===== src/logic/pid_pkg.sv =====
// Package for the posted interrupt table entry decoder.
// Assumes a 128-bit entry image presented by the table fetch logic.
package pid_pkg;
    localparam int ENTRY_W = 128;
    localparam int RID_W = 16;
    // Entry field positions.
    localparam int PRESENT_BIT = 0;
    localparam int POSTING_MODE_BIT = 15;
    localparam int URGENT_BIT = 14;
    localparam int RSVD_LO_MSB = 13;
    localparam int RSVD_LO_LSB = 12;
    localparam int VECTOR_MSB = 23;
    localparam int VECTOR_LSB = 16;
    localparam int RSVD_MID_MSB = 37;
    localparam int RSVD_MID_LSB = 24;
    localparam int DESC_LO_MSB = 63;
    localparam int DESC_LO_LSB = 38;
    localparam int ORIG_ID_MSB = 79;
    localparam int ORIG_ID_LSB = 64;
    localparam int QUAL_MSB = 81;
    localparam int QUAL_LSB = 80;
    localparam int CHECK_MSB = 83;
    localparam int CHECK_LSB = 82;
    localparam int RSVD_HI_MSB = 95;
    localparam int RSVD_HI_LSB = 84;
    localparam int DESC_HI_MSB = 127;
    localparam int DESC_HI_LSB = 96;
    localparam int ADDR_ALIGN_BITS = 6;
    localparam int ADDR_W = 64;
    // Default host address width.
    localparam logic [6:0] ADDR_WIDTH_RESET = 7'h30;
    // Bus number fields of a requester-id or a bus-range identifier.
    localparam int BUS_MSB = 15;
    localparam int BUS_LSB = 8;
    localparam int LAST_BUS_MSB = 7;
    localparam int LAST_BUS_LSB = 0;

    typedef enum logic [1:0] {
        PID_CHECK_NONE = 2'b00,
        PID_CHECK_RID = 2'b01,
        PID_CHECK_BUS = 2'b10,
        PID_CHECK_RSVD = 2'b11
    } pid_check_type;

    typedef enum logic [1:0] {
        PID_RES_OK = 2'b00,
        PID_RES_BLOCKED = 2'b01,
        PID_RES_SRC_FAULT = 2'b10,
        PID_RES_FORMAT_FAULT = 2'b11
    } pid_result_type;
endpackage : pid_pkg


===== src/logic/pid_entry_decode.sv =====
// Decoder for the posted-format interrupt table entry.
// Assumes entry and request arrive together, on the same clock, with valid.
`timescale 1ns/1ns
// Contract
// - Check type 01b: identifier is the sole allowed requester-id.
// - Under check 01b the qualifier picks the compared identifier bits.
// - Check type 10b: upper byte is first bus, lower byte last bus.
// - Bus check passes when first bus <= request bus <= last bus.
// - Identifier examined only for a valid entry with check 01b or 10b.
// - Descriptor address 31:6 from entry 63:38, low bits zero, valid only.
// - Bits 37:24 and 13:12 must be zero; checked only for valid entries.
// - Guest vector from entry 23:16, used only for valid entries.
// - Bit 15 set means posted; clear means remapped format.
// - Without posting support, bits 15 and 14 are reserved zero.
// - Bit 14 set marks the posted interrupt urgent.
// - Urgent evaluated only when valid and posting mode are both set.
// - Check type 00b verifies nothing; 11b is reserved.
// - Qualifier 00b all bits, 01b skip bit2, 10b bits2:1, 11b bits2:0.
// - An invalid entry blocks every request referencing it.
// - Address 63:32 from high field; bits above address width reserved.
module pid_entry_decode (
    input wire logic clk_in,
    input wire logic nrst_in,
    input wire logic req_valid_in,
    input wire logic [127:0] entry_in,
    input wire logic [15:0] requester_id_in,
    input wire logic posting_supported_cap_in,
    input wire logic [6:0] host_address_width_in,
    output logic res_valid_out,
    output logic [1:0] result_out,
    output logic posted_out,
    output logic remapped_out,
    output logic urgent_flag_out,
    output logic [7:0] guest_vector_out,
    output logic [63:0] post_desc_addr_out
);
    logic present;
    logic posting_mode_bit;
    logic urgent_flag;
    logic [1:0] origin_check_type;
    logic [1:0] origin_check_qualifier;
    logic [15:0] originator_identifier;
    logic [25:0] post_desc_addr_low;
    logic [31:0] post_desc_addr_high;
    logic [15:0] id_mask;
    logic [7:0] req_bus;
    logic [7:0] first_bus;
    logic [7:0] last_bus;
    logic rid_match;
    logic bus_in_range;
    logic src_ok;
    logic rsvd_bad;
    logic [63:0] addr_full;
    logic [63:0] width_mask;
    logic [7:0] guest_vector;
    logic deliver;
    logic post_ok;
    pid_pkg::pid_result_type res_d;
    logic res_valid_q;
    logic [1:0] result_q;
    logic posted_q;
    logic remapped_q;
    logic urgent_q;
    logic [7:0] vector_q;
    logic [63:0] addr_q;

    // Mask of address bits at or above the host address width.
    function automatic logic [63:0] above_width(input logic [6:0] w);
        logic [63:0] m;
        m = '1;
        if (w < 7'h40) begin
            m = 64'hFFFF_FFFF_FFFF_FFFF << w;
        end else begin
            m = '0;
        end
        return m;
    endfunction : above_width

    assign present = entry_in[pid_pkg::PRESENT_BIT];
    assign posting_mode_bit = entry_in[pid_pkg::POSTING_MODE_BIT];
    assign urgent_flag = entry_in[pid_pkg::URGENT_BIT];
    assign origin_check_type = entry_in[pid_pkg::CHECK_MSB:pid_pkg::CHECK_LSB];
    assign origin_check_qualifier =
        entry_in[pid_pkg::QUAL_MSB:pid_pkg::QUAL_LSB];
    assign originator_identifier =
        entry_in[pid_pkg::ORIG_ID_MSB:pid_pkg::ORIG_ID_LSB];
    assign post_desc_addr_low =
        entry_in[pid_pkg::DESC_LO_MSB:pid_pkg::DESC_LO_LSB];
    assign post_desc_addr_high =
        entry_in[pid_pkg::DESC_HI_MSB:pid_pkg::DESC_HI_LSB];
    assign addr_full = {post_desc_addr_high, post_desc_addr_low,
        6'h0};
    assign width_mask = above_width(host_address_width_in);
    assign guest_vector =
        entry_in[pid_pkg::VECTOR_MSB:pid_pkg::VECTOR_LSB];

    // Bus-range entries hold the first bus high and the last bus low.
    assign req_bus = requester_id_in[pid_pkg::BUS_MSB:pid_pkg::BUS_LSB];
    assign first_bus =
        originator_identifier[pid_pkg::BUS_MSB:pid_pkg::BUS_LSB];
    assign last_bus =
        originator_identifier[pid_pkg::LAST_BUS_MSB:pid_pkg::LAST_BUS_LSB];

    // Phantom-function qualifiers drop low identifier bits from the compare.
    assign rid_match =
        ((originator_identifier ^ requester_id_in) & id_mask) ==
        16'h0000;
    assign bus_in_range =
        (req_bus >= first_bus) && (req_bus <= last_bus);

    always_comb begin
        case (origin_check_qualifier)
            2'b00: id_mask = 16'hFFFF;
            2'b01: id_mask = 16'hFFFB;
            2'b10: id_mask = 16'hFFF9;
            2'b11: id_mask = 16'hFFF8;
            default: id_mask = 16'hFFFF;
        endcase
    end

    // Check type 11b fails here and is reported as malformed by priority.
    always_comb begin
        case (origin_check_type)
            pid_pkg::PID_CHECK_NONE: src_ok = 1'b1;
            pid_pkg::PID_CHECK_RID: src_ok = rid_match;
            pid_pkg::PID_CHECK_BUS: src_ok = bus_in_range;
            default: src_ok = 1'b0;
        endcase
    end

    // Reserved 11b check type is treated as a malformed entry.
    always_comb begin
        rsvd_bad =
            (entry_in[pid_pkg::RSVD_MID_MSB:pid_pkg::RSVD_MID_LSB] != '0) ||
            (entry_in[pid_pkg::RSVD_LO_MSB:pid_pkg::RSVD_LO_LSB] != '0) ||
            (entry_in[pid_pkg::RSVD_HI_MSB:pid_pkg::RSVD_HI_LSB] != '0) ||
            ((addr_full & width_mask) != '0) ||
            (origin_check_type == pid_pkg::PID_CHECK_RSVD);
        if (!posting_supported_cap_in &&
                (posting_mode_bit || urgent_flag)) begin
            rsvd_bad = 1'b1;
        end
    end

    // Priority: absent entry, then malformed entry, then failed origin check.
    always_comb begin
        if (!present) begin
            res_d = pid_pkg::PID_RES_BLOCKED;
        end else if (rsvd_bad) begin
            res_d = pid_pkg::PID_RES_FORMAT_FAULT;
        end else if (!src_ok) begin
            res_d = pid_pkg::PID_RES_SRC_FAULT;
        end else begin
            res_d = pid_pkg::PID_RES_OK;
        end
    end

    always_ff @(posedge clk_in) begin
        if (!nrst_in) begin
            res_valid_q <= 1'b0;
            result_q <= 2'b00;
        end else begin
            res_valid_q <= req_valid_in;
            if (req_valid_in) begin
                result_q <= res_d;
            end
        end
    end

    // Decoded fields only leave the block for a clean valid entry.
    assign deliver = (res_d == pid_pkg::PID_RES_OK);
    assign post_ok = deliver && posting_mode_bit;

    // Faulted or blocked lookups clear every decoded flag to zero.
    always_ff @(posedge clk_in) begin
        if (!nrst_in) begin
            posted_q <= 1'b0;
            remapped_q <= 1'b0;
            urgent_q <= 1'b0;
        end else if (req_valid_in) begin
            posted_q <= post_ok;
            remapped_q <= deliver && !posting_mode_bit;
            urgent_q <= post_ok && urgent_flag;
        end
    end

    // Remapped entries use another layout, so the vector reads as zero.
    always_ff @(posedge clk_in) begin
        if (!nrst_in) begin
            vector_q <= 8'h00;
        end else if (req_valid_in) begin
            if (post_ok) begin
                vector_q <= guest_vector;
            end else begin
                vector_q <= 8'h00;
            end
        end
    end

    // The descriptor address leaves the block only for a posted entry.
    always_ff @(posedge clk_in) begin
        if (!nrst_in) begin
            addr_q <= 64'h0000_0000_0000_0000;
        end else if (req_valid_in) begin
            if (post_ok) begin
                addr_q <= addr_full;
            end else begin
                addr_q <= 64'h0000_0000_0000_0000;
            end
        end
    end

    assign res_valid_out = res_valid_q;
    assign result_out = result_q;
    assign posted_out = posted_q;
    assign remapped_out = remapped_q;
    assign urgent_flag_out = urgent_q;
    assign guest_vector_out = vector_q;
    assign post_desc_addr_out = addr_q;
endmodule : pid_entry_decode


===== config.mk =====
export PLATFORM = sky130hd
export DESIGN_NAME = pid_entry_decode
export DESIGN_NICKNAME = d
export VERILOG_FILES = /design/src/logic/pid_pkg.sv /design/src/logic/pid_entry_decode.sv
export SDC_FILE = /design/constraint.sdc
export NUM_CORES = 1
export LEC_CHECK = 0
export BUFFER_PORTS_ARGS = -buffer_cell sky130_fd_sc_hd__buf_2
export CAP_MARGIN = 5
export CORE_MARGIN = 3
export CORE_UTILIZATION = 42
export CTS_BUF_LIST = sky130_fd_sc_hd__clkbuf_8
export DETAILED_ROUTE_END_ITERATION = 6
export GPL_ROUTABILITY_DRIVEN = 0
export PLACE_DENSITY = 0.8
export SYNTH_ARGS = -nofsm -noshare
export SYNTH_HDL_FRONTEND = slang
export SYNTH_SLANG_ARGS = --single-unit

===== constraint.sdc =====
create_clock -name clk_in -period 2.05 [get_ports clk_in]
set_clock_uncertainty 0.15 [all_clocks]
set_input_delay 0 -clock clk_in [delete_from_list [all_inputs] [get_ports clk_in]]
set_output_delay 0 -clock clk_in [all_outputs]
set_load 0.01 [all_outputs]

# After elaboration in Yosys (flattened, before gate mapping)
# Index checks and enable logic that the tools add are counted.
[totals]
register_bits = 78
in_bits = 155
output_inout_bits = 78
[classes]
n_lt_le_gt_ge = 3
eq_ne = 6
n_shift = 1
n_mux = 9
bitwise_logic = 3
n_reduce_logical = 20
[op_table]
columns = ["operator", "n"]
rows = [
  ["64-bit 2-to-1 mux", 2],
  ["64-bit AND", 1],
  ["16-bit one-hot mux with 4 select lines", 1],
  ["64-bit nonzero test", 1],
  ["64-bit by 7-bit left shift with 64-bit output, first input constant", 1],
  ["16-bit AND", 1],
  ["16-bit logical NOT", 1],
  ["16-bit bitwise XOR", 1],
  ["14-bit nonzero test", 1],
  ["12-bit nonzero test", 1],
  ["2-bit == test, second input constant", 4],
  ["8-bit >= comparator", 1],
  ["8-bit <= comparator", 1],
  ["8-bit 2-to-1 mux", 1],
  ["7-bit < comparator, second input constant", 1],
  ["2-bit logical NOT", 3],
  ["2-bit 2-to-1 mux", 3],
  ["1-bit logical AND", 5],
  ["1-bit logical OR", 5],
  ["2-bit by 1-bit == test with 1-bit output, second input constant", 2],
  ["1-bit one-hot mux with 3 select lines", 1],
  ["1-bit logical NOT", 2],
  ["2-bit nonzero test", 1],
  ["1-bit 2-to-1 mux", 1],
]

# Longest topological paths before layout
# Gate-level depths: netlist (run 1).
[logic_depth]
depth_word = 12
ltp_mapped = 13

# Worst setup path before layout (run 1)
# OpenSTA, ideal clock, no wires.
[synth_timing]
path_kind = "input to register"
from = "input host_address_width_in[2]"
to = "register result_q[0] (netlist: result_out[0])"
setup_ns = 0.119
arrival_time_ns = 1.962
required_time_ns = 1.781
path_slack_ns = -0.181
cell_stages = 10
path_buffers = 2
path_cell_list = "buf_4 > inv_2 > maj3_2 > o32a_1 > a2111oi_2 > a41o_1 > a21boi_1 > a31oi_4 > buf_6 > o221a_1"
[synth_between]
elab_chain_len = 9
elab_cells_between_ends = 10
cone_classes = "order compare (1); shift (1); mux (4); bitwise (1); reduce/logical (3)"
[synth_rtl]
columns = ["item", "line", "text"]
rows = [
  ["from (decl)", "pid_entry_decode.sv:28", "input wire logic [6:0] host_address_width_in,"],
  ["64-bit by 7-bit left shift with 64-bit output or 7-bit < comparator (tied branches)", "pid_entry_decode.sv:72, pid_entry_decode.sv:71", ""],
  ["64-bit 2-to-1 mux *", "pid_entry_decode.sv:71", "if (w < 7'h40) begin"],
  ["64-bit AND *", "pid_entry_decode.sv:137", "((addr_full & width_mask) != '0) ||"],
  ["64-bit nonzero test *", "pid_entry_decode.sv:137", ""],
  ["1-bit logical OR *", "pid_entry_decode.sv:136", "(entry_in[pid_pkg::RSVD_HI_MSB:pid_pkg::RSVD_HI_LSB] != '0) ||"],
  ["1-bit logical OR *", "pid_entry_decode.sv:137", ""],
  ["1-bit 2-to-1 mux *", "pid_entry_decode.sv:139", "if (!posting_supported_cap_in &&"],
  ["2-bit 2-to-1 mux *", "pid_entry_decode.sv:149", "end else if (rsvd_bad) begin"],
  ["2-bit 2-to-1 mux *", "pid_entry_decode.sv:147", "if (!present) begin"],
  ["to (signal assigned)", "pid_entry_decode.sv:165", "result_q <= res_d;"],
  ["to (decl)", "pid_entry_decode.sv:60", "logic [1:0] result_q;"],
]
# Every way passes the cells marked *; elsewhere a longest branch is shown, timed or not.
# A chain may end at the register's enable or synchronous reset.

# Worst setup path in the final report (run 1)
[layout_timing]
from = "input host_address_width_in[1]"
to = "register addr_q[40] (netlist: post_desc_addr_out[40])"
[layout_between]
elab_chain_len = 12
elab_cells_between_ends = 13
cone_classes = "order compare (1); shift (1); mux (5); bitwise (1); reduce/logical (5)"
[layout_rtl]
columns = ["item", "line", "text"]
rows = [
  ["64-bit by 7-bit left shift with 64-bit output or 7-bit < comparator (tied branches)", "pid_entry_decode.sv:72, pid_entry_decode.sv:71", ""],
  ["64-bit 2-to-1 mux *", "pid_entry_decode.sv:71", ""],
  ["64-bit AND *", "pid_entry_decode.sv:137", ""],
  ["64-bit nonzero test *", "pid_entry_decode.sv:137", ""],
  ["1-bit logical OR *", "pid_entry_decode.sv:136", ""],
  ["1-bit logical OR *", "pid_entry_decode.sv:137", ""],
  ["1-bit 2-to-1 mux *", "pid_entry_decode.sv:139", ""],
  ["2-bit 2-to-1 mux *", "pid_entry_decode.sv:149", ""],
  ["2-bit 2-to-1 mux *", "pid_entry_decode.sv:147", ""],
  ["2-bit logical NOT *", "pid_entry_decode.sv:171", "assign deliver = (res_d == pid_pkg::PID_RES_OK);"],
  ["1-bit logical AND *", "pid_entry_decode.sv:172", "assign post_ok = deliver && posting_mode_bit;"],
  ["64-bit 2-to-1 mux *", "pid_entry_decode.sv:205", "if (post_ok) begin"],
  ["to (signal assigned)", "pid_entry_decode.sv:206", "addr_q <= addr_full;"],
  ["to (decl)", "pid_entry_decode.sv:65", "logic [63:0] addr_q;"],
]
# Marked as above.

==> results of run 1 <==
## cells in the mapped netlist, types with 7 or more instances
cell	number	area [sq um]
nand2_1	92	345
o21ai_0	86	430
dfxtp_1	72	1440
nand3_1	66	330
clkbuf_1	26	97.6
a21oi_1	24	120
inv_1	23	86.3
nor2_1	19	71.3
ha_1	16	200
nand4_1	14	87.6
nor4_1	12	75.1
buf_6	9	101
buf_4	8	60.1
o22ai_1	7	43.8
xnor2_1	7	61.3
## worst min-delay path: cells and delay by family
family                 cells  cell delay [ns]
AOI/OAI and AO/OA          3             0.29
buffers and inverters      2             0.22
and+or+nand+nor            2             0.16
## repair_timing
item | in CTS | in global routing
gates resized for setup | 2 | 109
endpoints found under the setup margin | 1 | 71
endpoints found under the hold margin | 71 | 0
pin swaps | 1 | 8
hold buffers | 71 | 0
gates cloned | 0 | 8
setup buffers | 0 | 9
## final timing paths
| path | to | cells past startpoint | startpoint | slack (ns) |
|---|---|---|---|---|
| hold / removal | result_out[1] | 7 | entry_in[81] | 0.21 |
| hold reg to reg | post_desc_addr_out[9] | 2 | post_desc_addr_out[9] | 0.30 |
| setup / recovery | post_desc_addr_out[40] | 11 | host_address_width_in[1] | -0.15 |
| setup reg to reg | result_out[1] | 3 | result_out[1] | 1.19 |
## per-stage QoR
stage	cell area (sq um)	hold slack (ns)	worst slack, ns	total power, mW
2_1_floorplan	4230	-0.0325	-0.0556	1.72
3_3_place_gp	5760	0.103	-0.189	2.05
3_5_place_dp	5760	0.124	-0.367	2.07
6_report	7150	0.205	-0.152	3.69
4_1_cts	6720	0.139	0.0270	3.55
5_1_grt	7150	0.282	-0.308	3.80
## sequential cells by signal, indices dropped and copies added (netlist names)
signal / flops
guest_vector_out: 8
result_out: 2
posted_out: 1
urgent_flag_out: 1
post_desc_addr_out: 58
remapped_out: 1
res_valid_out: 1
## cells by family after synthesis
family / Yosys count / synth area share [%]
AOI/OAI and AO/OA: 161 / 23.4
xor gates and xnor gates: 7 / 1.48
adders and majority gates: 18 / 5.36
buffers and inverters: 71 / 8.91
DFF: 72 / 34.9
other: 1 / 0.0908
and+or+nand+nor: 227 / 25.9
## routing by layer
layer  wire length, microns  track usage, %  up-vias
met5                     11               0        -
met4                   1480            14.0        2
met3                   2420            10.1      166
met2                   9860            57.0      504
met1                   6920            35.0     2776
li1                       -               -     2679
## layout make-up
| cell class | instances | area, sq um |
|---|---|---|
| clock buffers | 10 | 138 |
| clock inverters | 6 | 108 |
| fillers | 623 | 2260 |
| inverters | 24 | 95.1 |
| multi-input cells | 419 | 2580 |
| flip-flops and latches | 72 | 1440 |
| well taps | 129 | 161 |
| repair buffers | 371 | 2630 |
## power by group through the flow
stage          combinational, mW  sequential (mW)  clock, mW
2_1_floorplan              0.286             1.44          0
3_3_place_gp               0.615             1.44          0
3_5_place_dp               0.631             1.44          0
4_1_cts                    0.742             1.40       1.40
5_1_grt                    0.913             1.40       1.49
6_report                   0.853             1.40       1.43
==> qor.yml, run 1 <==
global_route:
  gr-total-overflow: 0
  grt_pass1_wl_microns: 28800
  grt_max_degree: 70
  track_usage_pct: 32.1
  grt_pass1_vias: 5873
  antenna_found_initial: 1
synthesis:
  syn_area_sq_um: 4130
  ys_seq_elements: 72
  synthFlopType: "dfxtp_1"
  synth_edf_count: 0
  seq_area_frac_synth_pct: 34.9
  async_flop_share_pct: 0
  synth-warning-count: 0
  avgSynthCellArea_sq_um: 7.42
  synthCells: 557
  synth_cell_types: 55
detailed_routing:
  drcViolationCount: 0
  wl_per_cell_microns: 20.1
  vias_per_cell: 5.94
  drt-total-wl_microns: 20700
  drtAntennaViolNets: 0
  drt_iter0_drc: 689
  num_vias: 6127
  firstDrtPassIters: 7
floorplan:
  rows: 35
  die_area_sq_um: 11100
  io_pins: 233
  initial_core_util_pct: 43.9
  die_w_microns: 105
  core_area_sq_um: 9420
  die_h_microns: 105
cells_and_area:
  layout-drive-gt1-share_pct: 40.2
  layout.nets: 1068
  final_cell_mix: "buf_2 (210), nand2_1 (90), dfxtp_1 (72)"
  final_common_cell: "buf_2"
  area_delta_synth_final_pct: 73.2
  instances_no_fill: 1031
  diodes: 0
  fin_util_pct: 76.0
setup_path:
  crit_type: "input port to flop"
  crit_path_cell_trace: "clkbuf_4 -> nand2_2 -> buf_4 -> o31ai_1 -> a2111oi_2 -> nor4b_4 -> and3_4 -> a31oi_4 -> buf_4 -> buf_12 -> o21ai_1"
  worst-path-buf-inv: 4
  crit_top_cell: "buf_4"
  critPathRequiredTime_ns: 2.18
  crit_family: "compound AO/OA/AOI/OAI gates"
  cp_slowest_cell: "o31ai_1"
  crit_path_max_fanout: 8
  end_kind: "flop"
  cp_slowest_stage_delay_ns: 0.55
  cp-start-kind: "input port"
  cp.arrival_ns: 2.33
power:
  clkPwrFrac_pct: 38.8
  p_sw_mw: 1.03
  internal-power_mw: 2.66
  vdd_drop_max_mv: 0.350
  power_frac_seq_pct: 38.0
  swShare_pct: 27.9
  p_comb_share_pct: 23.1
  p_leak_nw: 3.19
  power.density_nw_per_um2: 516
sta:
  period_needed_ns: 2.20
  report.final.setup_viol: 71
  drv_slew: 0
  tightest_slew_ns: 0.658
  fin_ws_ns: -0.152
  fin_crit_sh_pct: 107
  final.setup.tns_ns: -4.04
  clock.fmax_ghz: 0.454
  relSlewSlack_pct: 55.7
  rsz0062_at_grt: "yes"
  finalHoldViolCount: 0
cts:
  htree_levels: 3
  cts_tree: "built"
  cts.clk_slew.worst_paths_ns: 0.09
  clockBufferDepth: 2
  cts_root_buf: "clkbuf_8"
  clkLatencyLatePin_ns: 0.35
  numCtsBuffers: 9
  cts.sinks: 72
run:
  max_cap_viol_count: 0
run_status:
  violations: "setup timing"
  status: "complete, but fails checks"
worst_hold_path:
  hold_path.class: "input port to flop"
placed_design:
  dp.cells: 927
  port_buffers: 215
  dp_hpwl_microns: 12300
No activity file was read; power rests on OpenSTA's default activity.
==> run 2, diff against run 1 <==
- MAX_ROUTING_LAYER: not set -> met4
==> qor.yml, run 2 (synthesis gave the netlist of run 1 again) <==
run_status:
  violations: "setup timing"
  status: "complete, but fails checks"
global_route:
  gr-total-overflow: 0
  grt_pass1_wl_microns: 28700
  track_usage_pct: 33.0
  grt_pass1_vias: 5889
  antenna_found_initial: 1
  grt_max_degree: 70
cells_and_area:
  finalInstanceArea_sq_um: 7050
  final_cell_mix: "buf_2 (208), nand2_1 (90), dfxtp_1 (72)"
  area_delta_synth_final_pct: 70.8
  largest_register_ffs: 58
  fin_util_pct: 74.9
  final_common_cell: "buf_2"
  instances_no_fill: 1021
  layout-drive-gt1-share_pct: 39.5
  layout.nets: 1057
floorplan:
  rows: 35
  core_area_sq_um: 9420
  io_pins: 233
  die_h_microns: 105
  initial_core_util_pct: 43.9
  die_w_microns: 105
  die_area_sq_um: 11100
cts:
  numCtsBuffers: 9
  clkLatencyLatePin_ns: 0.35
  cts.sinks: 72
  clockBufferDepth: 2
  cts.clk_slew.worst_paths_ns: 0.07
  cts_root_buf: "clkbuf_8"
  cts_tree: "built"
  htree_levels: 3
setup_path:
  r2r_slack_ns: 1.19
  r2r_start: "post_desc_addr_out[39]"
  crit_type: "input port to flop"
  worst-r2r-cell-count: 2
  end_kind: "flop"
  crit_path_max_fanout: 26
  timing.rr.end: "post_desc_addr_out[39]"
  cp-start-kind: "input port"
  cp.arrival_ns: 2.27
  critPathRequiredTime_ns: 2.18
worst_hold_path:
  hold-path-cell-count: 7
  min_to: "result_out[1]"
  hold_path.class: "input port to flop"
  min_from: "entry_in[81]"
placed_design:
  port_buffers: 215
  dp.cells: 927
  dp_hpwl_microns: 12300
  post_dp_cell_area_sq_um: 5760
detailed_routing:
  num_vias: 6003
  drt_iter0_drc: 744
  drtAntennaViolNets: 0
  vias_per_cell: 5.88
  drt-total-wl_microns: 19600
  firstDrtPassIters: 7
  wl_per_cell_microns: 19.1
  drcViolationCount: 0
sta:
  rsz0062_at_grt: "yes"
  finalHoldViolCount: 0
  drv_slew: 0
  period_needed_ns: 2.14
  fin_ws_ns: -0.0897
  fin_crit_sh_pct: 104
  clock.fmax_ghz: 0.467
  fin_hold_ws_ns: 0.226
  report.final.setup_viol: 70
power:
  p_leak_nw: 3.13
  vdd_drop_max_mv: 0.342
  power.density_nw_per_um2: 518
run:
  max_cap_viol_count: 0
## run 2: where the power goes
part / switching (mW) / internal [mW]
Clock: 0.570 / 0.838
Combinational: 0.420 / 0.419
Sequential: 0.00210 / 1.40
## run 2: how the worst max path moves through the flow
stage	from	to
3_5_place_dp	host_address_width_in[2]	post_desc_addr_out[41]
5_1_grt	entry_in[102]	post_desc_addr_out[39]
3_3_place_gp	host_address_width_in[2]	post_desc_addr_out[50]
2_1_floorplan	host_address_width_in[2]	result_out[0]
6_report	entry_in[102]	post_desc_addr_out[63]
4_1_cts	entry_in[56]	post_desc_addr_out[31]
## run 2: layout make-up
| class | instances | area [sq um] |
|---|---|---|
| diodes | 1 | 2.50 |
| fillers | 647 | 2360 |
| repair buffers | 360 | 2540 |
| clock buffers | 10 | 138 |
| multi-input cells | 419 | 2570 |
| flip-flops and latches | 72 | 1440 |
| inverters | 24 | 95.1 |
| well taps | 129 | 161 |
| clock inverters | 6 | 108 |
## run 2: repair_timing
| action | 4_1_cts | 5_1_grt |
|---|---|---|
| endpoints found under the setup margin | 1 | 71 |
| gates resized for setup | 2 | 104 |
| hold endpoints to repair | 71 | 0 |
| cloned | 0 | 4 |
| hold buffers | 71 | 0 |
| buffers inserted | 0 | 3 |
| pin swaps | 1 | 5 |
## run 2: per-layer routing
metal  part of all wire, %  track usage [%]  up-vias  wire length, microns
met2                    49             56.7      473                  9620
met1                    35             35.5     2730                  6790
met5                     0                -        -                     0
li1                      -                -     2654                     -
met3                    10             9.02      146                  2030
met4                   5.7             14.6        0                  1120
## run 2: through the flow
step | setup slack (ns) | setup TNS (ns) | power, mW
floorplan | -0.0556 | -0.0556 | 1.72
global placement | -0.189 | -12.76 | 2.05
detailed placement | -0.367 | -19.72 | 2.07
CTS | 0.0270 | 0 | 3.55
global route | -0.223 | -9.15 | 3.77
finish | -0.0897 | -3.40 | 3.65
## run 2: worst max-delay path: stages
cell and delay, ns:
buf_2 0.11, nor4_1 0.42, buf_4 0.19, nor3b_2 0.14, o22ai_1 0.09, a2111oi_1 0.40
and3_4 0.31, a31oi_4 0.20, buf_12 0.23, o21ai_0 0.16
